**src/design/asdr_pkg.sv**
```systemverilog
// constants, field layout and carrier types of the status and data bank
// assumes a serial front end that presents byte reads and writes
package asdr_pkg;
	localparam logic [7:0] ADDR_PART_ID = 8'h00;
	localparam logic [7:0] ADDR_X_LOW = 8'h02;
	localparam logic [7:0] ADDR_X_HIGH = 8'h03;
	localparam logic [7:0] ADDR_Y_LOW = 8'h04;
	localparam logic [7:0] ADDR_Y_HIGH = 8'h05;
	localparam logic [7:0] ADDR_Z_LOW = 8'h06;
	localparam logic [7:0] ADDR_Z_HIGH = 8'h07;
	localparam logic [7:0] ADDR_MOTION_STS = 8'h09;
	localparam logic [7:0] ADDR_BUFFER_STS = 8'h0A;
	localparam logic [7:0] ADDR_SLOPE_DETAIL = 8'h0B;
	localparam logic [7:0] ADDR_FILL_STS = 8'h0C;
	localparam logic [7:0] ADDR_HOST_IF_CFG = 8'h34;
	localparam logic [7:0] ADDR_LOWPASS_CFG = 8'h35;
	localparam logic [7:0] ADDR_OFS_CTRL = 8'h36;
	localparam logic [7:0] ADDR_OFS_X = 8'h38;
	localparam logic [7:0] ADDR_BUF_LEVEL_CFG = 8'h3D;
	localparam logic [7:0] ADDR_BUF_OP_CFG = 8'h3E;
	localparam logic [7:0] ADDR_BUF_READ = 8'h3F;
	// writable field masks, reserved bits stay zero
	localparam logic [7:0] MASK_HOST_IF_CFG = 8'h07;
	localparam logic [7:0] MASK_LOWPASS_CFG = 8'h07;
	localparam logic [7:0] MASK_OFS_CTRL = 8'h80;
	localparam logic [7:0] MASK_BUF_LEVEL_CFG = 8'h7F;
	localparam logic [7:0] MASK_BUF_OP_CFG = 8'hEF;
	localparam logic [7:0] CFG_RESET = 8'h00;
	localparam int BIT_SIG_MOTION = 0;
	localparam int BIT_SLOPE_MOTION = 2;
	localparam int BIT_BUF_FULL = 5;
	localparam int BIT_BUF_WM = 6;
	localparam int BIT_NEW_SAMPLE = 7;
	localparam int MODE_MSB = 7;
	localparam int MODE_LSB = 5;
	localparam logic [2:0] MODE_BYPASS = 3'h0;
	localparam logic [6:0] FULL_FRAMES = 7'h20;
	localparam logic [6:0] FULL_FRAMES_BYPASS = 7'h01;
	// arbitrary neutral identifier value
	localparam logic [7:0] PART_ID_VALUE = 8'hA5;

	typedef struct packed {
		logic [15:0] x;
		logic [15:0] y;
		logic [15:0] z;
	} asdr_sample_t;

	typedef struct packed {
		logic [2:0] sign;
		logic [2:0] cause;
	} asdr_slope_t;
endpackage : asdr_pkg

```
**src/design/asdr_bank.sv**
```systemverilog
// status, result and configuration register bank
// assumes the serial front end gives one-cycle read and write strobes
`timescale 1ns/10ps
module asdr_bank (
	input wire logic mclk,
	input wire logic rst_n,
	input wire logic [7:0] reg_addr,
	input wire logic [7:0] reg_wdata,
	input wire logic reg_wr,
	input wire logic reg_rd,
	output logic [7:0] reg_rdata,
	output logic reg_rvalid,
	input wire logic sample_valid,
	input wire asdr_pkg::asdr_sample_t sample_in,
	input wire logic sig_motion_evt,
	input wire logic slope_evt,
	input wire asdr_pkg::asdr_slope_t slope_in,
	input wire logic new_sample_evt,
	input wire logic [6:0] buffer_count,
	input wire logic buffer_overrun_evt,
	input wire logic [7:0] buffer_read_byte,
	output logic buffer_pop,
	output logic buffer_flush,
	output logic [7:0] host_interface_config,
	output logic [7:0] lowpass_config,
	output logic [7:0] offset_comp_control,
	output logic [7:0] x_offset_trim,
	output logic [7:0] y_offset_trim,
	output logic [7:0] z_offset_trim,
	output logic [7:0] buffer_level_config,
	output logic [7:0] buffer_operation_config
);
	import asdr_pkg::*;

	function automatic logic is_buf_cfg(input logic [7:0] a);
		is_buf_cfg = (a == ADDR_BUF_LEVEL_CFG) || (a == ADDR_BUF_OP_CFG);
	endfunction : is_buf_cfg

	function automatic logic [7:0] low_or_high(input logic [15:0] w,
		input logic hi);
		low_or_high = hi ? w[15:8] : w[7:0];
	endfunction : low_or_high

	asdr_sample_t sample_q;
	logic significant_motion_flag;
	logic slope_motion_flag;
	logic buffer_full_flag;
	logic buffer_watermark_flag;
	logic new_sample_flag;
	asdr_slope_t slope_detail;
	logic buffer_overrun_flag;
	logic [6:0] unread_frame_count;
	logic [7:0] offset_trim [3];
	logic full_cond;
	logic full_cond_q;
	logic wm_cond;
	logic wm_cond_q;
	logic buf_cfg_wr;
	logic rd_motion;
	logic rd_buffer_sts;
	logic rd_port;
	logic [7:0] next_rdata;
	logic [7:0] motion_status;
	logic [7:0] buffer_event_status;

	assign buf_cfg_wr = reg_wr && is_buf_cfg(reg_addr);
	assign rd_motion = reg_rd && (reg_addr == ADDR_MOTION_STS);
	assign rd_buffer_sts = reg_rd && (reg_addr == ADDR_BUFFER_STS);
	assign rd_port = reg_rd && (reg_addr == ADDR_BUF_READ);
	assign motion_status = {5'h00, slope_motion_flag, 1'b0,
		significant_motion_flag};
	assign buffer_event_status = {new_sample_flag, buffer_watermark_flag,
		buffer_full_flag, 5'h00};

	////////////////////////////////////////////////////////////////////////
	// axis results, updated as a whole word set so bytes stay coherent
	always_ff @(posedge mclk or negedge rst_n) begin
		if (!rst_n) begin
			sample_q <= '0;
		end else if (sample_valid) begin
			sample_q <= sample_in;
		end
	end

	////////////////////////////////////////////////////////////////////////
	// motion and sample flags: sticky, cleared by reading their register,
	// an event in the clearing cycle wins
	always_ff @(posedge mclk or negedge rst_n) begin
		if (!rst_n) begin
			significant_motion_flag <= 1'b0;
			slope_motion_flag <= 1'b0;
			new_sample_flag <= 1'b0;
		end else begin
			if (sig_motion_evt) begin
				significant_motion_flag <= 1'b1;
			end else if (rd_motion) begin
				significant_motion_flag <= 1'b0;
			end
			if (slope_evt) begin
				slope_motion_flag <= 1'b1;
			end else if (rd_motion) begin
				slope_motion_flag <= 1'b0;
			end
			if (new_sample_evt) begin
				new_sample_flag <= 1'b1;
			end else if (rd_buffer_sts) begin
				new_sample_flag <= 1'b0;
			end
		end
	end

	always_ff @(posedge mclk or negedge rst_n) begin
		if (!rst_n) begin
			slope_detail <= '0;
		end else if (slope_evt) begin
			slope_detail <= slope_in;
		end
	end

	////////////////////////////////////////////////////////////////////////
	// buffer full and watermark: set on the rising condition only, so a
	// stale count during a flush cannot re-arm them
	always_comb begin
		if (buffer_operation_config[MODE_MSB:MODE_LSB] == MODE_BYPASS) begin
			full_cond = (buffer_count >= FULL_FRAMES_BYPASS);
		end else begin
			full_cond = (buffer_count >= FULL_FRAMES);
		end
		wm_cond = (buffer_level_config[6:0] != 7'h00) &&
			(buffer_count >= buffer_level_config[6:0]);
	end

	always_ff @(posedge mclk or negedge rst_n) begin
		if (!rst_n) begin
			full_cond_q <= 1'b0;
			wm_cond_q <= 1'b0;
			buffer_full_flag <= 1'b0;
			buffer_watermark_flag <= 1'b0;
		end else begin
			full_cond_q <= full_cond;
			wm_cond_q <= wm_cond;
			if (full_cond && !full_cond_q) begin
				buffer_full_flag <= 1'b1;
			end else if (buf_cfg_wr) begin
				buffer_full_flag <= 1'b0;
			end
			if (wm_cond && !wm_cond_q) begin
				buffer_watermark_flag <= 1'b1;
			end else if (buf_cfg_wr) begin
				buffer_watermark_flag <= 1'b0;
			end
		end
	end

	always_ff @(posedge mclk or negedge rst_n) begin
		if (!rst_n) begin
			buffer_overrun_flag <= 1'b0;
			unread_frame_count <= 7'h00;
		end else begin
			unread_frame_count <= buffer_count;
			if (buffer_overrun_evt) begin
				buffer_overrun_flag <= 1'b1;
			end else if (rd_port) begin
				buffer_overrun_flag <= 1'b0;
			end
		end
	end

	always_ff @(posedge mclk or negedge rst_n) begin
		if (!rst_n) begin
			buffer_pop <= 1'b0;
			buffer_flush <= 1'b0;
		end else begin
			buffer_pop <= rd_port;
			buffer_flush <= buf_cfg_wr;
		end
	end

	////////////////////////////////////////////////////////////////////////
	// writable configuration, reserved bits masked off
	always_ff @(posedge mclk or negedge rst_n) begin
		if (!rst_n) begin
			host_interface_config <= CFG_RESET;
			lowpass_config <= CFG_RESET;
			offset_comp_control <= CFG_RESET;
			buffer_level_config <= CFG_RESET;
			buffer_operation_config <= CFG_RESET;
		end else if (reg_wr) begin
			case (reg_addr)
			ADDR_HOST_IF_CFG: host_interface_config <= reg_wdata &
				MASK_HOST_IF_CFG;
			ADDR_LOWPASS_CFG: lowpass_config <= reg_wdata &
				MASK_LOWPASS_CFG;
			ADDR_OFS_CTRL: offset_comp_control <= reg_wdata & MASK_OFS_CTRL;
			ADDR_BUF_LEVEL_CFG: buffer_level_config <= reg_wdata &
				MASK_BUF_LEVEL_CFG;
			ADDR_BUF_OP_CFG: buffer_operation_config <= reg_wdata &
				MASK_BUF_OP_CFG;
			default: ;
			endcase
		end
	end

	genvar g;
	generate
		for (g = 0; g < 3; g++) begin : gen_trim
			always_ff @(posedge mclk or negedge rst_n) begin
				if (!rst_n) begin
					offset_trim[g] <= CFG_RESET;
				end else if (reg_wr && (reg_addr == ADDR_OFS_X + 8'(g))) begin
					offset_trim[g] <= reg_wdata;
				end
			end
		end
	endgenerate

	assign x_offset_trim = offset_trim[0];
	assign y_offset_trim = offset_trim[1];
	assign z_offset_trim = offset_trim[2];

	////////////////////////////////////////////////////////////////////////
	// read path, one cycle latency; status shown before its clear
	always_comb begin
		case (reg_addr)
		ADDR_PART_ID: next_rdata = PART_ID_VALUE;
		ADDR_X_LOW: next_rdata = low_or_high(sample_q.x, 1'b0);
		ADDR_X_HIGH: next_rdata = low_or_high(sample_q.x, 1'b1);
		ADDR_Y_LOW: next_rdata = low_or_high(sample_q.y, 1'b0);
		ADDR_Y_HIGH: next_rdata = low_or_high(sample_q.y, 1'b1);
		ADDR_Z_LOW: next_rdata = low_or_high(sample_q.z, 1'b0);
		ADDR_Z_HIGH: next_rdata = low_or_high(sample_q.z, 1'b1);
		ADDR_MOTION_STS: next_rdata = motion_status;
		ADDR_BUFFER_STS: next_rdata = buffer_event_status;
		ADDR_SLOPE_DETAIL: next_rdata = {1'b0, slope_detail.sign, 1'b0,
			slope_detail.cause};
		ADDR_FILL_STS: next_rdata = {buffer_overrun_flag,
			unread_frame_count};
		ADDR_HOST_IF_CFG: next_rdata = host_interface_config;
		ADDR_LOWPASS_CFG: next_rdata = lowpass_config;
		ADDR_OFS_CTRL: next_rdata = offset_comp_control;
		ADDR_OFS_X: next_rdata = offset_trim[0];
		ADDR_OFS_X + 8'h01: next_rdata = offset_trim[1];
		ADDR_OFS_X + 8'h02: next_rdata = offset_trim[2];
		ADDR_BUF_LEVEL_CFG: next_rdata = buffer_level_config;
		ADDR_BUF_OP_CFG: next_rdata = buffer_operation_config;
		ADDR_BUF_READ: next_rdata = buffer_read_byte;
		default: next_rdata = 8'h00;
		endcase
	end

	always_ff @(posedge mclk or negedge rst_n) begin
		if (!rst_n) begin
			reg_rdata <= 8'h00;
			reg_rvalid <= 1'b0;
		end else begin
			reg_rvalid <= reg_rd;
			if (reg_rd) begin
				reg_rdata <= next_rdata;
			end
		end
	end

	////////////////////////////////////////////////////////////////////////
	property p_sig_motion;
		@(posedge mclk) disable iff (!rst_n)
		sig_motion_evt |=> motion_status[BIT_SIG_MOTION];
	endproperty
	a_sig_motion: assert property (p_sig_motion)
		else $error("significant motion flag not set");

	property p_slope_motion;
		@(posedge mclk) disable iff (!rst_n)
		slope_evt |=> motion_status[BIT_SLOPE_MOTION];
	endproperty
	a_slope_motion: assert property (p_slope_motion)
		else $error("slope flag not set");

	property p_full;
		@(posedge mclk) disable iff (!rst_n)
		$rose(full_cond) |=> buffer_event_status[BIT_BUF_FULL];
	endproperty
	a_full: assert property (p_full)
		else $error("full flag missed");

	property p_watermark;
		@(posedge mclk) disable iff (!rst_n)
		(wm_cond && !wm_cond_q) |=> buffer_event_status[BIT_BUF_WM];
	endproperty
	a_watermark: assert property (p_watermark)
		else $error("watermark flag missed");

	property p_new_sample;
		@(posedge mclk) disable iff (!rst_n)
		new_sample_evt |=> buffer_event_status[BIT_NEW_SAMPLE];
	endproperty
	a_new_sample: assert property (p_new_sample)
		else $error("new sample flag not set");

	property p_detail;
		@(posedge mclk) disable iff (!rst_n)
		slope_evt |=> slope_detail == $past(slope_in);
	endproperty
	a_detail: assert property (p_detail)
		else $error("slope detail not captured");

	property p_x_high;
		@(posedge mclk) disable iff (!rst_n)
		(reg_rd && reg_addr == ADDR_X_HIGH && !sample_valid)
		|=> reg_rdata == sample_q.x[15:8];
	endproperty
	a_x_high: assert property (p_x_high)
		else $error("x high byte wrong");

	property p_part_id;
		@(posedge mclk) disable iff (!rst_n)
		(reg_rd && reg_addr == ADDR_PART_ID) |=> reg_rdata == PART_ID_VALUE;
	endproperty
	a_part_id: assert property (p_part_id)
		else $error("part identifier wrong");

	property p_motion_reserved;
		@(posedge mclk) disable iff (!rst_n)
		(reg_rd && reg_addr == ADDR_MOTION_STS)
		|=> (reg_rdata & 8'hFA) == 8'h00;
	endproperty
	a_motion_reserved: assert property (p_motion_reserved)
		else $error("motion status reserved bits set");

	property p_overrun_clear;
		@(posedge mclk) disable iff (!rst_n)
		(rd_port && !buffer_overrun_evt) |=> !buffer_overrun_flag;
	endproperty
	a_overrun_clear: assert property (p_overrun_clear)
		else $error("overrun flag not cleared");

	property p_cfg_clear;
		@(posedge mclk) disable iff (!rst_n)
		(buf_cfg_wr && !(full_cond && !full_cond_q))
		|=> buffer_flush && !buffer_full_flag;
	endproperty
	a_cfg_clear: assert property (p_cfg_clear)
		else $error("config write did not flush");

	property p_unmapped;
		@(posedge mclk) disable iff (!rst_n)
		(reg_rd && (reg_addr == 8'h01 || reg_addr == 8'h37 ||
		reg_addr == 8'h3B)) |=> reg_rdata == 8'h00;
	endproperty
	a_unmapped: assert property (p_unmapped)
		else $error("reserved address not zero");
endmodule : asdr_bank

```
**config.mk**
```make
export PLATFORM = sky130hd
export DESIGN_NAME = asdr_bank
export DESIGN_NICKNAME = d
export VERILOG_FILES = /design/src/design/asdr_pkg.sv /design/src/design/asdr_bank.sv
export SDC_FILE = /design/constraint.sdc
export NUM_CORES = 1
export LEC_CHECK = 0
export BUFFER_PORTS_ARGS = -buffer_cell sky130_fd_sc_hd__buf_2
export CORE_ASPECT_RATIO = 1.2
export CORE_MARGIN = 1
export CORE_UTILIZATION = 53
export CTS_CLUSTER_DIAMETER = 40
export DETAILED_ROUTE_END_ITERATION = 16
export PLACE_DENSITY = 0.81
export SYNTH_ARGS = -nofsm -noshare
export SYNTH_HDL_FRONTEND = slang
export SYNTH_SLANG_ARGS = --single-unit
export TNS_END_PERCENT = 10
```
**constraint.sdc**
```tcl
create_clock -name mclk -period 1.94 [get_ports mclk]
set_input_delay 0 -clock mclk [delete_from_list [all_inputs] [get_ports mclk]]
set_output_delay 0 -clock mclk [all_outputs]
set_load 0.01 [all_outputs]
```
==> impl_metrics.py <==
metrics = {
    "hold_path": {
        "min_path_type": "input port to async pin",
    },
    "routing": {
        "drtAntennaViolNets": 0,
        "drc": 0,
        "routedWlPerCell_um": 22.2,
        "viasPerCell": 6.01,
        "drtIter0Drc": 661,
        "route.vias.total": 5738,
        "firstDrtPassIters": 8,
        "wl_mm": 21.2,
    },
    "critical_path": {
        "r2r_setup_slack_ns": 0.18,
        "crit_fanout": 2,
        "critPathKind": "register to register",
        "crit_buf_inv": 0,
        "arrival_ns": 2.04,
        "path_delay_family": "compound AO/OA/AOI/OAI gates",
        "path_cells": "ha_1, nand2b_1, a21o_1, a21oi_1, o2111ai_1, a21oi_1, o31ai_1",
        "crit_slowest_cell": "dfrtp_1",
        "crit_top_cell": "a21oi_1",
        "cp-end-kind": "register",
        "start_kind": "register",
        "cp_data_required_time_ns": 2.22,
        "critPathMaxStageDelay_ns": 0.39,
    },
    "timing": {
        "fin_skew_ns": 0.00748,
        "fin_crit_ns": 1.76,
        "rsz0062_at_grt": "false",
        "slew_viol_final": 0,
        "hold_viol": 0,
        "setup_viol": 0,
        "final.setup.tns_ns": 0,
        "relSlewSlack": 0.579,
        "fin_crit_sh": 0.907,
        "worst_pin_slew_ns": 0.632,
        "fmax_ghz": 0.569,
    },
    "global_route": {
        "grt_use_total": 0.373,
        "antenna_found_initial": 2,
        "grt-ovfl-total": 0,
        "grt_pass1_wl_mm": 32.7,
        "grt_pass1_vias": 5746,
        "grt_start_max_net_pins": 81,
    },
    "power_and_ir_drop": {
        "combPwrFrac": 0.134,
        "power.density_nw_per_um2": 838,
        "leakage_nw": 4.02,
        "totalPowerFinal_mw": 7.17,
        "irDropWorstVdd_mv": 0.638,
        "seq_power_share": 0.416,
        "power_frac_clock": 0.449,
        "p_int_mw": 5.32,
        "switchingPower_mw": 1.86,
        "p_sw_frac": 0.259,
    },
    "logic_synthesis": {
        "synthFlopType": "dfrtp_1",
        "avgSynthCellArea_um2": 11.5,
        "synth_cell_type_count": 54,
        "synth-seq-cells": 125,
        "async_reset_ff_frac": 1.00,
        "syn_area_um2": 6080,
        "yosysSeqAreaShare": 0.515,
        "yosys_warnings": 0,
        "synthCells": 530,
        "synth_edf_count": 0,
    },
    "cts": {
        "insertion_delay_ns": 0.41,
        "htree_num_levels": 4,
        "clk_path_buf_depth": 2,
        "cts_root_buf": "clkbuf_16",
        "postCtsSetupBuffers": 0,
        "clk_pin_slew_ns": 0.06,
        "numCtsBuffers": 17,
        "cts_tree": "yes",
        "cts.sinks": 125,
    },
    "place": {
        "hpwlAfterDp_mm": 13.7,
        "placed_cell_area_um2": 7140,
        "portBuffers": 149,
        "dp_cells": 840,
        "place_congestion": 0.930,
    },
    "floorplanning": {
        "rows": 42,
        "io_pins": 169,
        "core_um2": 11100,
        "die_w_um": 99.8,
        "die_area_um2": 11900,
        "dieHeight_um": 119,
        "start_util": 0.548,
    },
    "final_layout": {
        "layoutNonFillerInstCount": 955,
        "multi_input_area_um2": 2690,
        "final_core_util": 0.772,
        "final_nets": 888,
        "area_delta_synth_final_pct": 40.9,
        "drive_above_1_share": 0.399,
        "finish.instance_area_um2": 8560,
        "nFillCells": 671,
        "seqCellArea_um2": 3130,
    },
    "job": {
        "cap_violations": 0,
    },
    "outcome": {
        "status": "completed",
    },
}
-- through the flow --
stage,hold WS [ns],worst slack [ns]
floorplan,-0.296,0.325
global placement,-0.0474,0.116
detailed placement,-0.0397,0.0930
CTS,0.0534,0.195
global route,0.0788,0.0576
finish,0.0515,0.181
-- state kept, by name (all words and copies together), names as in the netlist --
name	count
offset_comp_control	1
significant_motion_flag	1
buffer_watermark_flag	1
slope_motion_flag	1
lowpass_config	3
buffer_pop	1
buffer_full_flag	1
x_offset_trim	8
full_cond_q	1
z_offset_trim	8
buffer_flush	1
slope_detail	6
new_sample_flag	1
y_offset_trim	8
buffer_operation_config	7
buffer_overrun_flag	1
buffer_level_config	7
host_interface_config	3
reg_rvalid	1
sample_q	48
unread_frame_count	7
wm_cond_q	1
reg_rdata	8
-- synth_stat cells, types with 3 or more instances --
library cell	n	area (µm²)
nand3_1	19	95.1
nor3_1	6	30.0
nand2_1	34	128
a22oi_1	12	90.1
a221oi_1	7	61.3
mux2i_1	10	100
a211oi_1	6	45.0
a22o_1	4	35.0
or4_1	3	22.5
buf_2	11	55.1
nor4_1	5	31.3
a21oi_1	19	95.1
mux2_2	97	1090
a31oi_1	9	56.3
inv_1	12	45.0
buf_4	20	150
nor2b_1	4	25.0
o22ai_1	5	31.3
dfrtp_1	125	3130
a32oi_1	6	52.6
a21o_1	6	45.0
nor2_1	30	113
ha_1	7	87.6
o21ai_0	17	85.1
clkbuf_1	17	63.8
-- worst paths after layout --
| path | startpoint | to | cells after the start |
|---|---|---|---|
| min in group mclk | reg_wr | host_interface_config[2] | 3 |
| worst min register to register | wm_cond_q | buffer_watermark_flag | 1 |
| worst max-delay path | buffer_level_config[0] | buffer_watermark_flag | 7 |
| worst min-delay path | rst_n | sample_q[12] | 2 |
| worst max register to register | buffer_level_config[0] | buffer_watermark_flag | 7 |
| max in group asynchronous | rst_n | slope_detail[1] | 3 |
-- power groups by stage --
stage	Clock, mW	Sequential, mW	Combinational (mW)
4_1_cts	3.21	2.97	0.935
3_5_place_dp	0	3.01	0.790
6_report	3.22	2.99	0.965
5_1_grt	3.34	3.00	1.03
2_1_floorplan	0	2.98	0.422
3_3_place_gp	0	3.01	0.769
-- logic make-up (layout without fill, tap and decap cells) --
kind of cell               Yosys count  in the layout  share of synthesized area
DFF                                125            125                      0.515
and+or+nand+nor                    116            116                     0.0939
AOI/OAI and AO/OA                  111            111                      0.127
muxes                              107            107                      0.196
buffers and inverters               63            314                     0.0535
adders and majority gates            7              7                     0.0144
other                                1             21                   0.000617
-- repair_timing --
action / 4_1_cts / 5_1_grt
hold buffers: 82 / 0
setup endpoints to repair: 0 / 1
endpoints found under the hold margin: 239 / 0
gates resized for setup: 0 / 1
-- cell usage in the layout (no fill, tap or decap), drive strengths merged, types with 3 or more instances in the layout --
| cell type | netlist | layout |
|---|---|---|
| o21ai | 19 | 19 |
| nand2 | 34 | 34 |
| or4 | 3 | 3 |
| nor4 | 5 | 5 |
| nor2b | 4 | 4 |
| a21oi | 19 | 19 |
| inv | 12 | 13 |
| bufinv | 0 | 3 |
| conb | 1 | 19 |
| a22o | 4 | 4 |
| a22oi | 12 | 12 |
| a21o | 6 | 6 |
| ha | 7 | 7 |
| mux2 | 97 | 97 |
| dlygate4sd3 | 0 | 82 |
| a221oi | 8 | 8 |
| o22ai | 5 | 5 |
| dfrtp | 125 | 125 |
| buf | 33 | 188 |
| a211oi | 6 | 6 |
| nor2 | 31 | 31 |
| nand3 | 19 | 19 |
| clkbuf | 17 | 18 |
| nor3 | 7 | 7 |
| a31oi | 9 | 9 |
| a32oi | 6 | 6 |
| mux2i | 10 | 10 |
| clkinv | 1 | 8 |
-- layout make-up --
cell class                      instances  share of cell area
Tap cell                              154              0.0225
Timing Repair Buffer                  270               0.222
Sequential cell                       125               0.365
Multi-Input combinational cell        360               0.314
Clock inverter                         13              0.0196
Antenna cell                            2            0.000584
Inverter                               13             0.00570
Clock buffer                           18              0.0501
-- worst register-to-register path: cells and delay by family, from the launching register on --
kind                       cells  cell delay, ns
DFF                            1            0.39
and+or+nand+nor                1            0.14
AOI/OAI and AO/OA              5            0.82
adders and majority gates      1            0.27
-- per-layer routing --
layer	track usage	routed length [µm]	vias to the layer above
met5	0.00905	0	-
met4	0.196	1120	0
met3	0.0757	1880	93
met2	0.602	10400	438
met1	0.469	7800	2768
li1	-	-	2439
Note: power is estimated with default switching activity, not from simulation.
